==> config.mk <==
export PLATFORM = sky130hd
export DESIGN_NAME = ctf_fault_limits
export DESIGN_NICKNAME = d
export VERILOG_FILES = /design/src/hw/ctf_pkg.sv /design/src/hw/ctf_seq_if.sv /design/src/hw/ctf_ot_seq.sv /design/src/hw/ctf_fault_limits.sv
export SDC_FILE = /design/constraint.sdc
export NUM_CORES = 1
export LEC_CHECK = 0
export BUFFER_PORTS_ARGS = -buffer_cell sky130_fd_sc_hd__buf_2
export CAP_MARGIN = 10
export CORE_MARGIN = 8
export CORE_UTILIZATION = 45
export CTS_BUF_LIST = sky130_fd_sc_hd__clkbuf_8
export DETAILED_ROUTE_END_ITERATION = 12
export GPL_TIMING_DRIVEN = 0
export RECOVER_POWER = 100
export SLEW_MARGIN = 20
export SYNTH_ARGS = -nofsm -noshare
export SYNTH_HDL_FRONTEND = slang
export SYNTH_SLANG_ARGS = --single-unit
export TNS_END_PERCENT = 100
==> constraint.sdc <==
create_clock -name clk -period 3.62 [get_ports clk]
set_input_delay 0.181 -clock clk [delete_from_list [all_inputs] [get_ports clk]]
set_output_delay 0.181 -clock clk [all_outputs]
set_load 0.03 [all_outputs]
==> src/hw/ctf_pkg.sv <==
// Shared constants and types of the fault-limit register bank.
// Assumes a single 20 MHz clock and a synchronous active-high reset.
package ctf_pkg;
   // Command codes of the limit and response registers.
   localparam logic [7:0] CMD_OC_LIMIT = 8'h46;
   localparam logic [7:0] CMD_UC_LIMIT = 8'h4b;
   localparam logic [7:0] CMD_OT_LIMIT = 8'h4f;
   localparam logic [7:0] CMD_OT_ACTION = 8'h50;
   localparam logic [7:0] CMD_OT_WARN = 8'h51;
   // Reset values.
   localparam logic [15:0] OT_LIMIT_RST = 16'hebe8;
   localparam logic [15:0] OT_WARN_RST = 16'heb70;
   localparam logic [7:0] OT_ACTION_RST = 8'hbf;
   // Linear-11 fields.
   localparam int EXP_HI = 15;
   localparam int EXP_LO = 11;
   localparam int MANT_HI = 10;
   localparam logic [10:0] MANT_MIN = 11'h400;
   localparam logic [10:0] MANT_MAX = 11'h3ff;
   // Response byte fields and codes.
   localparam int MODE_HI = 7;
   localparam int MODE_LO = 6;
   localparam int RETRY_HI = 5;
   localparam int RETRY_LO = 3;
   localparam int DELAY_HI = 2;
   localparam int DELAY_LO = 0;
   localparam logic [1:0] MODE_RESUME = 2'h3;
   localparam logic [2:0] RETRY_CONT = 3'h7;
   // Timing.
   localparam int unsigned CLK_HZ = 20_000_000;
   localparam int unsigned RETRY_UNIT_MS = 35;
   localparam int unsigned RETRY_UNIT_CYC = CLK_HZ / 1000 * RETRY_UNIT_MS;
   localparam int unsigned RUN_W = 4;
   // Fixed point with 16 fraction bits covers every Linear-11 value exactly.
   localparam int FX_W = 44;
   typedef logic signed [FX_W-1:0] ctf_fx_t;
   typedef enum logic [2:0] {ST_RUN, ST_COOL, ST_DELAY, ST_LATCH, ST_STOP} ctf_seq_state_t;
endpackage

==> src/hw/ctf_seq_if.sv <==
// Signals between the register bank and the over-temperature sequencer.
// Assumes both ends run on the same clock.
interface ctf_seq_if;
   logic ot_above;
   logic below_warn;
   logic run_ok;
   logic clear;
   logic [7:0] action;
   logic out_en;
   logic ot_event;
   modport ctrl(output ot_above, below_warn, run_ok, clear, action, input out_en, ot_event);
   modport seq(input ot_above, below_warn, run_ok, clear, action, output out_en, ot_event);
endinterface

==> src/hw/ctf_ot_seq.sv <==
// Over-temperature response sequencer: disable, latch, resume or timed retry.
// Assumes temperature compare levels are already on this clock.
module ctf_ot_seq #(
   parameter int unsigned UNIT_CYC = ctf_pkg::RETRY_UNIT_CYC
) (
   // Clock and reset
   input wire logic clk,
   input wire logic reset,
   // Bank side
   ctf_seq_if.seq s
);
   import ctf_pkg::*;

   ctf_seq_state_t state_q, state_d;
   logic [31:0] timer_q, timer_d;
   logic out_en_q;
   logic [31:0] dly_cnt_q, dly_span_q;

   wire mode_resume = s.action[MODE_HI:MODE_LO] == MODE_RESUME;
   wire retry_cont = s.action[RETRY_HI:RETRY_LO] == RETRY_CONT;
   wire [31:0] delay_cyc = 32'(({29'h0, s.action[DELAY_HI:DELAY_LO]} + 32'h1) * UNIT_CYC);
   wire fault_now = state_q == ST_RUN && s.ot_above && s.run_ok;

   assign s.ot_event = fault_now;
   assign s.out_en = out_en_q;

   always_comb begin
      state_d = state_q;
      timer_d = timer_q;
      case (state_q)
         ST_RUN: begin
            if (!s.run_ok) state_d = ST_STOP;
            else if (s.ot_above) state_d = (mode_resume || retry_cont) ? ST_COOL : ST_LATCH;
         end
         ST_COOL: begin
            if (!s.run_ok) state_d = ST_STOP;
            else if (s.below_warn) begin
               state_d = mode_resume ? ST_RUN : ST_DELAY;
               timer_d = delay_cyc;
            end
         end
         ST_DELAY: begin
            if (!s.run_ok) state_d = ST_STOP;
            else if (timer_q <= 32'h1) state_d = ST_RUN;
            timer_d = timer_q - 32'h1;
         end
         ST_LATCH: begin
            if (s.clear) state_d = ST_STOP;
         end
         ST_STOP: begin
            if (s.run_ok) state_d = ST_RUN;
         end
         default: state_d = ST_STOP;
      endcase
   end

   always_ff @(posedge clk) begin
      if (reset) begin
         state_q <= ST_STOP;
         timer_q <= 32'h0;
         out_en_q <= 1'b0;
      end else begin
         state_q <= state_d;
         timer_q <= timer_d;
         out_en_q <= state_d == ST_RUN;
      end
   end

   // Helper counters for the delay check only.
   always_ff @(posedge clk) begin
      if (reset) begin
         dly_cnt_q <= 32'h0;
         dly_span_q <= 32'h0;
      end else begin
         dly_cnt_q <= (state_q == ST_DELAY) ? dly_cnt_q + 32'h1 : 32'h0;
         if (state_q == ST_COOL && state_d == ST_DELAY) dly_span_q <= delay_cyc;
      end
   end

   AST_FAULT_DISABLES: assert property (
      @(posedge clk) disable iff (reset) fault_now |=> !s.out_en)
      else $error("Output stayed enabled after an over-temperature fault.");
   AST_LATCH_HOLDS: assert property (
      @(posedge clk) disable iff (reset) (state_q == ST_LATCH && !s.clear) |=> !s.out_en && state_q == ST_LATCH)
      else $error("Latched-off output restarted without a clear.");
   AST_WAIT_COOL: assert property (
      @(posedge clk) disable iff (reset) (state_q == ST_COOL && !s.below_warn && s.run_ok) |=> state_q == ST_COOL)
      else $error("Restart began while still above the warning limit.");
   AST_RESUME_FAST: assert property (
      @(posedge clk) disable iff (reset)
      (state_q == ST_COOL && mode_resume && s.below_warn && s.run_ok) |=> s.out_en)
      else $error("Resume mode did not re-enable below the warning limit.");
   AST_RETRY_SPAN: assert property (
      @(posedge clk) disable iff (reset) (state_q == ST_DELAY && state_d == ST_RUN) |-> dly_cnt_q + 32'h1 == dly_span_q)
      else $error("Retry delay length differs from the programmed span.");
   AST_CMD_OFF: assert property (
      @(posedge clk) disable iff (reset) !s.run_ok |=> !s.out_en ##1 (s.run_ok || !s.out_en))
      else $error("Output enabled while commanded off.");
endmodule // ctf_ot_seq

==> src/hw/ctf_fault_limits.sv <==
// Fault-limit command registers with current and temperature fault detection.
// Assumes a command engine on the same clock delivers decoded register
// accesses, and telemetry arrives as Linear-11 words on the same clock.
// Operation
// - Peak limit checks only post-blanking samples.
// - Overcurrent fault needs configured consecutive exceeding samples.
// - Peak and averaged overcurrent share flag, action.
// - Peak limit two-byte RW, loads from strap.
// - Valley limit checks only post-blanking samples.
// - Undercurrent fault needs configured consecutive crossings.
// - Valley and averaged undercurrent share flag, action.
// - Valley limit loads negated strap limit.
// - Limits are Linear-11 mantissa times two-power.
// - Temperature above fault limit flags over-temperature.
// - Over-temperature limit resets to 125 C word.
// - Response byte resets to continuous retry, longest delay.
// - Fault pulls alert low, latches until clear.
// - Mode 10 disables output then follows retry.
// - Mode 11 resumes below warning limit.
// - Retry 000 stays off until cleared.
// - Retry 111 repeats until commanded off.
// - Each retry waits until below warning limit.
// - Retry spacing is delay field plus one, 35 ms.
// - Warning limit resets to 110 C word.
module ctf_fault_limits #(
   parameter int unsigned RETRY_UNIT_CYC = ctf_pkg::RETRY_UNIT_CYC,
   parameter int unsigned RUN_W = ctf_pkg::RUN_W
) (
   // Clock and reset
   input wire logic clk,
   input wire logic reset,
   // Register command port
   input wire logic cmd_valid,
   input wire logic cmd_write,
   input wire logic [7:0] cmd_code,
   input wire logic [15:0] cmd_wdata,
   output logic [15:0] cmd_rdata,
   output logic cmd_ack,
   output logic cmd_nack,
   input wire logic clear_faults,
   // Current telemetry
   input wire logic iout_valid,
   input wire logic [15:0] iout_word,
   input wire logic blank_done,
   input wire logic [RUN_W-1:0] consec_samples,
   input wire logic avg_oc_trip,
   input wire logic avg_uc_trip,
   // Temperature telemetry
   input wire logic temp_valid,
   input wire logic [15:0] temp_word,
   // Pins
   input wire logic [15:0] strap_oc_word,
   input wire logic enable_pin,
   input wire logic bias_ok_pin,
   input wire logic serial_alert_line_in,
   output logic serial_alert_line_out,
   output logic serial_alert_line_oe,
   // Run control
   input wire logic operation_on,
   input wire logic other_fault_off,
   // Status
   output logic output_enable,
   output logic oc_fault,
   output logic uc_fault,
   output logic ot_fault,
   output logic oc_fault_evt,
   output logic uc_fault_evt,
   output logic ot_fault_evt
);
   import ctf_pkg::*;

   // Linear-11 to fixed point; exponent plus 16 is the exponent with its sign bit flipped.
   function automatic ctf_fx_t l11_fx(input logic [15:0] w);
      logic [4:0] sh;
      sh = {~w[EXP_HI], w[EXP_HI-1:EXP_LO]};
      return ctf_fx_t'($signed(w[MANT_HI:0])) <<< sh;
   endfunction

   // Negation keeps the exponent; the most negative mantissa saturates.
   function automatic logic [15:0] l11_neg(input logic [15:0] w);
      logic [10:0] m;
      m = w[MANT_HI:0];
      return {w[EXP_HI:EXP_LO], (m == MANT_MIN) ? MANT_MAX : 11'(~m + 11'h1)};
   endfunction

   logic [15:0] oc_limit_q, uc_limit_q, ot_limit_q, ot_warn_q;
   logic [7:0] ot_action_q;
   logic [15:0] strap_s1_q, strap_s2_q;
   logic [1:0] en_sync_q, bias_sync_q;
   logic strap_loaded_q;
   logic [15:0] cmd_rdata_q;
   logic cmd_ack_q, cmd_nack_q;
   logic [RUN_W-1:0] oc_run_q, uc_run_q;
   logic oc_fault_q, uc_fault_q, ot_fault_q;
   logic oc_evt_q, uc_evt_q, ot_evt_q;
   logic ot_above_q, below_warn_q;

   ctf_seq_if seq_bus();

   // Register decode.
   wire sel_oc = cmd_code == CMD_OC_LIMIT;
   wire sel_uc = cmd_code == CMD_UC_LIMIT;
   wire sel_otl = cmd_code == CMD_OT_LIMIT;
   wire sel_ota = cmd_code == CMD_OT_ACTION;
   wire sel_otw = cmd_code == CMD_OT_WARN;
   wire cmd_known = sel_oc | sel_uc | sel_otl | sel_ota | sel_otw;
   wire wr_en = cmd_valid & cmd_write & cmd_known;
   wire [15:0] rd_mux = sel_oc ? oc_limit_q :
                        sel_uc ? uc_limit_q :
                        sel_otl ? ot_limit_q :
                        sel_otw ? ot_warn_q :
                        sel_ota ? {8'h00, ot_action_q} : 16'h0000;

   // Current comparisons.
   wire ctf_fx_t iout_fx = l11_fx(iout_word);
   wire oc_above = iout_fx > l11_fx(oc_limit_q);
   wire uc_below = iout_fx < l11_fx(uc_limit_q);
   wire cur_take = iout_valid & blank_done;
   wire [RUN_W-1:0] run_need = (consec_samples == '0) ? RUN_W'(1) : consec_samples;
   // Saturated run lengths; a plain increment would wrap and stop a long fault from tripping again.
   wire [RUN_W-1:0] oc_run_inc = (oc_run_q == '1) ? oc_run_q : oc_run_q + RUN_W'(1);
   wire [RUN_W-1:0] uc_run_inc = (uc_run_q == '1) ? uc_run_q : uc_run_q + RUN_W'(1);
   wire oc_hit = cur_take & oc_above & (oc_run_inc >= run_need);
   wire uc_hit = cur_take & uc_below & (uc_run_inc >= run_need);
   wire oc_set = oc_hit | avg_oc_trip;
   wire uc_set = uc_hit | avg_uc_trip;

   // Temperature comparisons.
   wire ctf_fx_t temp_fx = l11_fx(temp_word);
   wire temp_hot = temp_fx > l11_fx(ot_limit_q);
   wire temp_cool = temp_fx < l11_fx(ot_warn_q);

   // Pin synchronisers; the strap is static, the enables are not.
   always_ff @(posedge clk) begin
      strap_s1_q <= strap_oc_word;
      strap_s2_q <= strap_s1_q;
      en_sync_q <= {en_sync_q[0], enable_pin};
      bias_sync_q <= {bias_sync_q[0], bias_ok_pin};
   end

   // Limit registers; the strap load takes the first cycle after reset.
   always_ff @(posedge clk) begin
      if (reset) begin
         oc_limit_q <= 16'h0000;
         uc_limit_q <= 16'h0000;
         ot_limit_q <= OT_LIMIT_RST;
         ot_warn_q <= OT_WARN_RST;
         ot_action_q <= OT_ACTION_RST;
         strap_loaded_q <= 1'b0;
      end else if (!strap_loaded_q) begin
         oc_limit_q <= strap_s2_q;
         uc_limit_q <= l11_neg(strap_s2_q);
         strap_loaded_q <= 1'b1;
      end else if (wr_en) begin
         if (sel_oc) oc_limit_q <= cmd_wdata;
         if (sel_uc) uc_limit_q <= cmd_wdata;
         if (sel_otl) ot_limit_q <= cmd_wdata;
         if (sel_otw) ot_warn_q <= cmd_wdata;
         if (sel_ota) ot_action_q <= cmd_wdata[7:0];
      end
   end

   // One-cycle answer to every command.
   always_ff @(posedge clk) begin
      if (reset) begin
         cmd_rdata_q <= 16'h0000;
         cmd_ack_q <= 1'b0;
         cmd_nack_q <= 1'b0;
      end else begin
         cmd_ack_q <= cmd_valid & cmd_known;
         cmd_nack_q <= cmd_valid & ~cmd_known;
         if (cmd_valid & ~cmd_write) cmd_rdata_q <= rd_mux;
      end
   end

   // Consecutive-sample runs; blanked samples leave the runs untouched.
   always_ff @(posedge clk) begin
      if (reset) begin
         oc_run_q <= '0;
         uc_run_q <= '0;
      end else if (cur_take) begin
         oc_run_q <= oc_above ? oc_run_inc : '0;
         uc_run_q <= uc_below ? uc_run_inc : '0;
      end
   end

   // Sticky fault flags: a set in the clearing cycle wins.
   always_ff @(posedge clk) begin
      if (reset) begin
         oc_fault_q <= 1'b0;
         uc_fault_q <= 1'b0;
         ot_fault_q <= 1'b0;
         oc_evt_q <= 1'b0;
         uc_evt_q <= 1'b0;
         ot_evt_q <= 1'b0;
      end else begin
         oc_fault_q <= oc_set | (oc_fault_q & ~clear_faults);
         uc_fault_q <= uc_set | (uc_fault_q & ~clear_faults);
         ot_fault_q <= ot_above_q | (ot_fault_q & ~clear_faults);
         oc_evt_q <= oc_set;
         uc_evt_q <= uc_set;
         ot_evt_q <= seq_bus.ot_event;
      end
   end

   // Temperature levels are held between samples.
   always_ff @(posedge clk) begin
      if (reset) begin
         ot_above_q <= 1'b0;
         below_warn_q <= 1'b0;
      end else if (temp_valid) begin
         ot_above_q <= temp_hot;
         below_warn_q <= temp_cool;
      end
   end

   assign seq_bus.ot_above = ot_above_q;
   assign seq_bus.below_warn = below_warn_q;
   assign seq_bus.run_ok = en_sync_q[1] & operation_on & bias_sync_q[1] & ~other_fault_off;
   assign seq_bus.clear = clear_faults;
   assign seq_bus.action = ot_action_q;

   ctf_ot_seq #(
      .UNIT_CYC(RETRY_UNIT_CYC)
   ) u_seq (
      .clk(clk),
      .reset(reset),
      .s(seq_bus.seq)
   );

   // Alert is open drain and only ever pulls low.
   assign serial_alert_line_out = 1'b0;
   assign serial_alert_line_oe = oc_fault_q | uc_fault_q | ot_fault_q;
   assign cmd_rdata = cmd_rdata_q;
   assign cmd_ack = cmd_ack_q;
   assign cmd_nack = cmd_nack_q;
   assign output_enable = seq_bus.out_en;
   assign oc_fault = oc_fault_q;
   assign uc_fault = uc_fault_q;
   assign ot_fault = ot_fault_q;
   assign oc_fault_evt = oc_evt_q;
   assign uc_fault_evt = uc_evt_q;
   assign ot_fault_evt = ot_evt_q;

   AST_BLANK_IGNORED: assert property (
      @(posedge clk) disable iff (reset) (iout_valid && !blank_done) |=> $stable(oc_run_q) && $stable(uc_run_q))
      else $error("A blanked sample changed a consecutive run.");
   AST_OC_NEEDS_RUN: assert property (
      @(posedge clk) disable iff (reset)
      (cur_take && oc_above && !avg_oc_trip && oc_run_inc < run_need && !oc_fault_q) |=> !oc_fault_q)
      else $error("Overcurrent declared before the sample run completed.");
   AST_AVG_SHARES_OC: assert property (
      @(posedge clk) disable iff (reset) avg_oc_trip |=> oc_fault_q && oc_fault_evt)
      else $error("Averaged overcurrent did not set the shared flag.");
   AST_UC_NEEDS_RUN: assert property (
      @(posedge clk) disable iff (reset)
      (cur_take && uc_below && !avg_uc_trip && uc_run_inc < run_need && !uc_fault_q) |=> !uc_fault_q)
      else $error("Undercurrent declared before the sample run completed.");
   AST_STRAP_LOAD: assert property (
      @(posedge clk) disable iff (reset) (!strap_loaded_q) |=> uc_limit_q == l11_neg(oc_limit_q))
      else $error("Valley limit is not the negated strap limit.");
   AST_RESET_VALUES: assert property (
      @(posedge clk) disable iff (reset)
      $past(reset) |-> ot_limit_q == OT_LIMIT_RST && ot_warn_q == OT_WARN_RST && ot_action_q == OT_ACTION_RST)
      else $error("Temperature registers left reset with wrong values.");
   AST_OT_ALERT: assert property (
      @(posedge clk) disable iff (reset) ot_above_q |=> ot_fault_q && serial_alert_line_oe)
      else $error("Over-temperature did not latch the flag and alert.");
   AST_CLEAR_ONLY: assert property (
      @(posedge clk) disable iff (reset) (ot_fault_q && !clear_faults) |=> ot_fault_q)
      else $error("Over-temperature flag dropped without a clear.");
endmodule // ctf_fault_limits

# After elaboration in Yosys (flattened, before gate mapping)
# Index checks and enable logic that the tools add are counted.
[totals] ff_bits=179 latchBits=0 ramBits=0 romBits=0 inputBits=91 output_inout_bits=27 mem_count=0
[classes] n_addsub=5 n_mul=1 div=0 order_cmp=7 eq_ne=19 shifts=6 mux=32 n_bitwise=38 n_reduce_logical=13
[op_table] operator="<<< shifter 11 x 5 -> 44 bit" n=6
[op_table] operator="2-to-1 mux 16 bit" n=10
[op_table] operator="greater-than comparator 44 bit" n=2
[op_table] operator="less-than comparator 44 bit" n=2
[op_table] operator="2-to-1 mux 32 bit" n=2
[op_table] operator="one-hot mux 32 bit (2 select lines)" n=1
[op_table] operator="== test 8 x 7 -> 1 bit (second input constant)" n=5
[op_table] operator="<= comparator 32 x 1 -> 1 bit (second input constant)" n=1
[op_table] operator="multiplier 32 x 15 -> 27 bit (second input constant)" n=1
[op_table] operator="subtractor 32 x 1 -> 32 bit (second input constant)" n=1
[op_table] operator="2-to-1 mux 3 bit" n=8
[op_table] operator="2-to-1 mux 4 bit" n=5
[op_table] operator="bitwise AND 1 bit" n=16
[op_table] operator="one-hot mux 3 bit (5 select lines)" n=1
[op_table] operator="AND reduction 3 bit" n=4
[op_table] operator="adder 11 x 1 -> 11 bit (second input constant)" n=1
[op_table] operator="== test 11 bit (second input constant)" n=1
[op_table] operator="2-to-1 mux 11 bit" n=1
[op_table] operator="NOT 11 bit" n=1
[op_table] operator="OR 1 bit" n=11
[op_table] operator="NOT 1 bit" n=10
[op_table] operator="adder 4 x 1 -> 4 bit (second input constant)" n=2
[op_table] operator="== test 4 bit (second input constant)" n=2
[op_table] operator="greater-or-equal comparator 4 bit" n=2
[op_table] operator="other kinds (16)" n=25

# Logic depth before layout (Yosys ltp)
[logic_depth] depth_word=8 mapped_depth=17 mapped_depth_nobuf=15

# By module
# A second synthesis with hierarchy kept.
[hier_totals] hier_cells=2267 area_unflattened_um2=17813.3
[modules_own_cells] mod="ctf_fault_limits" n_inst=1 cells_each=1912 area_each_um2=14906.8 seq_area_each_um2=2862.7
[modules_own_cells] mod="ctf_ot_seq" n_inst=1 cells_each=355 area_each_um2=2906.5 seq_area_each_um2=720.7

# Least setup slack after synthesis
# Ideal clock, no wire load.
[synth_path] kind="register to register" startpoint="reg ot_action_q[0]" endpoint="reg u_seq.timer_q[22]" setup_ns=0.128 arrival_ns=3.797 required_time_ns=3.492 slack_ns=-0.304 path_stages_with_launch=15 path_buffers=1 period_less_slack_ns=3.924 path_cell_list="dfxtp_1 > clkbuf_1 > inv_1 > ha_1 > inv_1 > fa_1 > fa_1 > ha_1 > nand2_1 > a2111oi_0 > o21ai_0 > a2111oi_0 > xor2_1 > a221oi_1 > nor2_1"
[synth_between] elab_chain_cells=5
[synth_lines] item="from (decl)" line="ctf_fault_limits.sv:87" rtl="logic [7:0] ot_action_q;"
[synth_lines] item="from (signal assigned)" line="ctf_fault_limits.sv:159" rtl="if (sel_ota) ot_action_q <= cmd_wdata[7:0];"
[synth_lines] item="adder 3 x 1 -> 4 bit" line="ctf_ot_seq.sv:21" rtl="wire [31:0] delay_cyc = 32'(({29'h0, s.action[DELAY_HI:DELAY_LO]} + 32'h1) * UNIT_CYC);"
[synth_lines] item="multiplier 32 x 15 -> 27 bit" line="ctf_ot_seq.sv:21"
[synth_lines] item="2-to-1 mux 32 bit" line="ctf_ot_seq.sv:37" rtl="else if (s.below_warn) begin"
[synth_lines] item="2-to-1 mux 32 bit" line="ctf_ot_seq.sv:36" rtl="if (!s.run_ok) state_d = ST_STOP;"
[synth_lines] item="one-hot mux 32 bit (2 select lines)" line="ctf_ot_seq.sv:30" rtl="case (state_q)"
[synth_lines] item="to (signal assigned)" line="ctf_ot_seq.sv:64" rtl="timer_q <= timer_d;"
[synth_lines] item="to (decl)" line="ctf_ot_seq.sv:15" rtl="logic [31:0] timer_q, timer_d;"
# Every way passes these cells. The select of a mux whose other input is x is not followed.
# A chain may end at the register's enable or synchronous reset.

# Worst setup path after layout
[layout_path] startpoint="reg oc_limit_q[12]" endpoint="reg oc_run_q[3]"
[layout_between] elab_chain_cells=3
[layout_lines] item="from (decl)" line="ctf_fault_limits.sv:86" rtl="logic [15:0] oc_limit_q, uc_limit_q, ot_limit_q, ot_warn_q;"
[layout_lines] item="from (signal assigned)" line="ctf_fault_limits.sv:151" rtl="oc_limit_q <= strap_s2_q;"
[layout_lines] item="from (signal assigned)" line="ctf_fault_limits.sv:155" rtl="if (sel_oc) oc_limit_q <= cmd_wdata;"
[layout_lines] item="<<< shifter 11 x 5 -> 44 bit" line="ctf_fault_limits.sv:76" rtl="return ctf_fx_t'($signed(w[MANT_HI:0])) <<< sh;"
[layout_lines] item="greater-than comparator 44 bit" line="ctf_fault_limits.sv:116" rtl="wire oc_above = iout_fx > l11_fx(oc_limit_q);"
[layout_lines] item="2-to-1 mux 4 bit" line="ctf_fault_limits.sv:182" rtl="oc_run_q <= oc_above ? oc_run_inc : '0;"
[layout_lines] item="to (signal assigned)" line="ctf_fault_limits.sv:182"
[layout_lines] item="to (decl)" line="ctf_fault_limits.sv:93" rtl="logic [RUN_W-1:0] oc_run_q, uc_run_q;"
# Every way passes these cells.

==> impl_metrics.env <==
export IMPL_status="complete, but fails checks"
export IMPL_violated_checks="setup timing"
export IMPL_drt_iter0_markers=1753
export IMPL_slew_hr_pct=21.9
export IMPL_critical_path_class="reg -> reg"
export IMPL_clock_sinks=179
export IMPL_tightestPinTransition_ns=1.16
export IMPL_ys_seq_elements=179
export IMPL_placedCellCount=2915
export IMPL_rsz0062_at_grt="yes"
export IMPL_post_synth_inst_count=2286
export IMPL_worst_path_fanout_max=5
export IMPL_chipHeight_um=213
export IMPL_regToRegStartpoint="oc_limit_q[12]"
export IMPL_placeableCoreArea_um2=38600
export IMPL_h_tree_depth=4
export IMPL_ys_types=77
export IMPL_diodes=0
export IMPL_place_hpwl_mm=51.0
export IMPL_fin_setup_tns_ns=-0.135
export IMPL_cp_required_ns=3.99
export IMPL_totalWireLength_mm=63.9
export IMPL_wire_length_of_the_first_global_routing_pass_mm=97.5
export IMPL_cellLeakagePower_nw=8.27
export IMPL_globalRouteOverflowTotal=0
export IMPL_detail_route_wirelength_met1_mm=28.0
export IMPL_die_area_um2=45500
export IMPL_start_util_pct=45.4
export IMPL_worstHoldStart="cmd_wdata[14]"
export IMPL_cts_buffers=17
export IMPL_source_to_sink_clock_delay_at_the_later_pin_of_the_worst_skew_pair_ns=0.48
export IMPL_final_min_period_over_clock_period_pct=103
export IMPL_hp_class="in -> reg"
export IMPL_boundaryPins=118
export IMPL_cp_arrival_ns=4.09
export IMPL_power_density_nw_per_um2=256
export IMPL_sequential_to_total_area_share_from_yosys_stat_pct=20.5
export IMPL_timing_final_ws_setup_ns=-0.0964
export IMPL_fp_dieW_um=213
export IMPL_fmax_ghz=0.269
export IMPL_layout_area_overhead_vs_synth_pct=16.6
export IMPL_synth_enable_flop_cells=0
export IMPL_first_global_vias=17700
export IMPL_via_per_inst=6.28
export IMPL_whs_ns=0.0275
export IMPL_maxCapViolations=0
export IMPL_clock_tree_buf_depth=2
export IMPL_cts_tree="built"
export IMPL_timing_final_max_slew_violations=0
export IMPL_period_minus_slack_ns=3.72
export IMPL_routed_top_layer="met4"
export IMPL_global_router_s_overall_resource_usage_pct=27.0
export IMPL_post_route_drc_violation_count=0
export IMPL_netlist_area_um2=17500
export IMPL_rows=72
export IMPL_numPortBuffers=111
export IMPL_grt_max_degree=17
export IMPL_met3_length_mm=3.87
export IMPL_number_of_antenna_violations_at_the_first_check_in_global_routing=0
export IMPL_finalHoldViolCount=0
export IMPL_drive_above_1_share_pct=15.9
export IMPL_final_setup_viol_count=3
export IMPL_layout_nets=2763
export IMPL_worst_setup_startpoint="oc_limit_q[12]"
export IMPL_post_route_ant_nets=0
export IMPL_ys_warn_count=0
export IMPL_avgSynthCellArea_um2=7.65
export IMPL_synth_nets=2584
export IMPL_met2WireLength_mm=29.4
export IMPL_drtPass1Iterations=6
export IMPL_finClkSkew_ns=0.0181
export IMPL_crit_end_element="flip-flop"
export IMPL_cts_reportedPaths_clkPinSlew_ns=0.10
export IMPL_wl_per_cell_um=21.3
export IMPL_finalWeightedCongestion=1.00
export IMPL_routed_via_count=18800
export IMPL_asyncSetResetFlopFracSynth_pct=0
export IMPL_clk_root_buffer_cell="sky130_fd_sc_hd__clkbuf_8"
export IMPL_start_kind="flip-flop"
export IMPL_ir_worst_vdd_v=0.000241
export IMPL_top_reg_cell_synth="sky130_fd_sc_hd__dfxtp_1"
export IMPL_finalNonFillerCells=2996
export IMPL_total_power_mw=5.22
## path summary, 6_finish.rpt
check	to	slack (ns)	cells past startpoint
worst max register to register	oc_run_q[3]	-0.1	16
worst min-delay path	ot_limit_q[14]	0.03	3
worst max-delay path	oc_run_q[3]	-0.1	16
worst min register to register	strap_s2_q[0]	0.32	0
## per-layer routing
metal  global-route usage (%)  vias up
met2                     44.6      784
li1                         -     8856
met4                     11.3        0
met3                     2.91      165
met1                     35.5     9008
met5                        0        -
## logic make-up (layout without fill, tap and decap cells)
kind of cell | Yosys count | after routing | synth area share, %
flops | 179 | 179 | 20.5
xor+xnor | 34 | 34 | 1.70
fa+ha+maj | 208 | 208 | 15.0
mux | 186 | 186 | 11.4
other cells | 1 | 1 | 0.0214
simple gates | 760 | 760 | 20.7
compound gates | 713 | 713 | 26.2
buf+inv | 205 | 397 | 4.47
## worst max-delay path, cell delays in order (launching register included)
cell and delay [ns]:
sky130_fd_sc_hd__dfxtp_4 0.37, sky130_fd_sc_hd__buf_8 0.14, sky130_fd_sc_hd__mux2i_4 0.20, sky130_fd_sc_hd__mux2i_2 0.22, sky130_fd_sc_hd__nor2_1 0.10, sky130_fd_sc_hd__a21oi_2 0.16, sky130_fd_sc_hd__nor2_2 0.06, sky130_fd_sc_hd__nor2_2 0.18
sky130_fd_sc_hd__a22oi_2 0.12, sky130_fd_sc_hd__ha_4 0.33, sky130_fd_sc_hd__nand4_1 0.13, sky130_fd_sc_hd__buf_4 0.18, sky130_fd_sc_hd__a2111oi_0 0.57, sky130_fd_sc_hd__o41a_1 0.26, sky130_fd_sc_hd__o21a_2 0.21, sky130_fd_sc_hd__nor2_2 0.08
sky130_fd_sc_hd__a221o_1 0.32
## synthesized netlist by cell type (all sizes together) (32+ instances only)
cell type / instances / area share (%)
mux2i: 150 / 8.6
o21ai: 175 / 5.0
o211ai: 32 / 1.4
dfxtp: 179 / 20
nor3: 59 / 1.7
inv: 52 / 1.1
clkbuf: 130 / 2.8
nand3: 48 / 1.4
nor2: 191 / 4.1
a21o: 59 / 2.5
nand2: 251 / 5.4
ha: 204 / 15
a221oi: 38 / 1.9
a21oi: 180 / 5.1
nand4: 40 / 1.5
nand2b: 39 / 1.4
a211oi: 39 / 1.7
a22oi: 45 / 1.9
## power by group
part | switching [mW] | leakage, nW | internal (mW)
logic | 1.11 | 6.63 | 0.744
clock network | 0.759 | 0.173 | 0.486
registers | 0.0788 | 1.48 | 2.03
## flip-flops by register name, summed over array words and instances, names as in the netlist, 2 cells and up
signal / count
oc_limit_q: 16
u_seq.timer_q: 32
uc_limit_q: 16
uc_run_q: 4
ot_action_q: 8
cmd_rdata: 16
ot_warn_q: 16
strap_s1_q: 16
en_sync_q: 2
strap_s2_q: 16
ot_limit_q: 16
u_seq.state_q: 3
oc_run_q: 4
bias_sync_q: 2
## layout by cell type, fill, tap and decap left out, drive strengths merged, types with 19 or more instances in the layout
| cell | count |
|---|---|
| nand2 | 251 |
| buf | 131 |
| dlygate4sd3 | 28 |
| o21ai | 175 |
| mux2 | 28 |
| nand3 | 48 |
| and2 | 24 |
| a22oi | 45 |
| o211ai | 32 |
| a21o | 59 |
| nor3 | 59 |
| a21oi | 180 |
| dfxtp | 179 |
| ha | 204 |
| mux2i | 150 |
| inv | 55 |
| nand4 | 40 |
| xor2 | 19 |
| a221oi | 38 |
| nor2b | 28 |
| nor2 | 191 |
| nand2b | 39 |
| a211oi | 39 |
| clkbuf | 169 |
## repair_timing
item / in CTS / in global routing
pin swaps: 13 / 31
cloned: 1 / 0
gates resized for setup: 142 / 151
endpoints found under the setup margin: 23 / 21
hold buffers: 28 / 0
buffers inserted: 11 / 15
hold endpoints to repair: 32 / 0
## through the flow
stage / setup slack, ns / area, µm² / util (%)
CTS: 0.0000466 / 19900 / 51.6
finish: -0.0964 / 20400 / 52.9
floorplan: -0.0753 / 17500 / -
detailed placement: -1.10 / 18700 / 48.5
global placement: -1.19 / 18700 / 48.5
global route: -0.187 / 20400 / 52.9
## layout make-up
type / instances / area, µm²
flip-flops and latches: 179 / 3610
plain buffers: 144 / 686
inverters: 55 / 210
well taps: 518 / 648
repair buffers: 166 / 1010
clock buffers: 18 / 248
multi-input cells: 1902 / 13900
clock inverters: 14 / 92.6
fillers: 3793 / 18100
No activity file was read; power rests on OpenSTA's default activity.
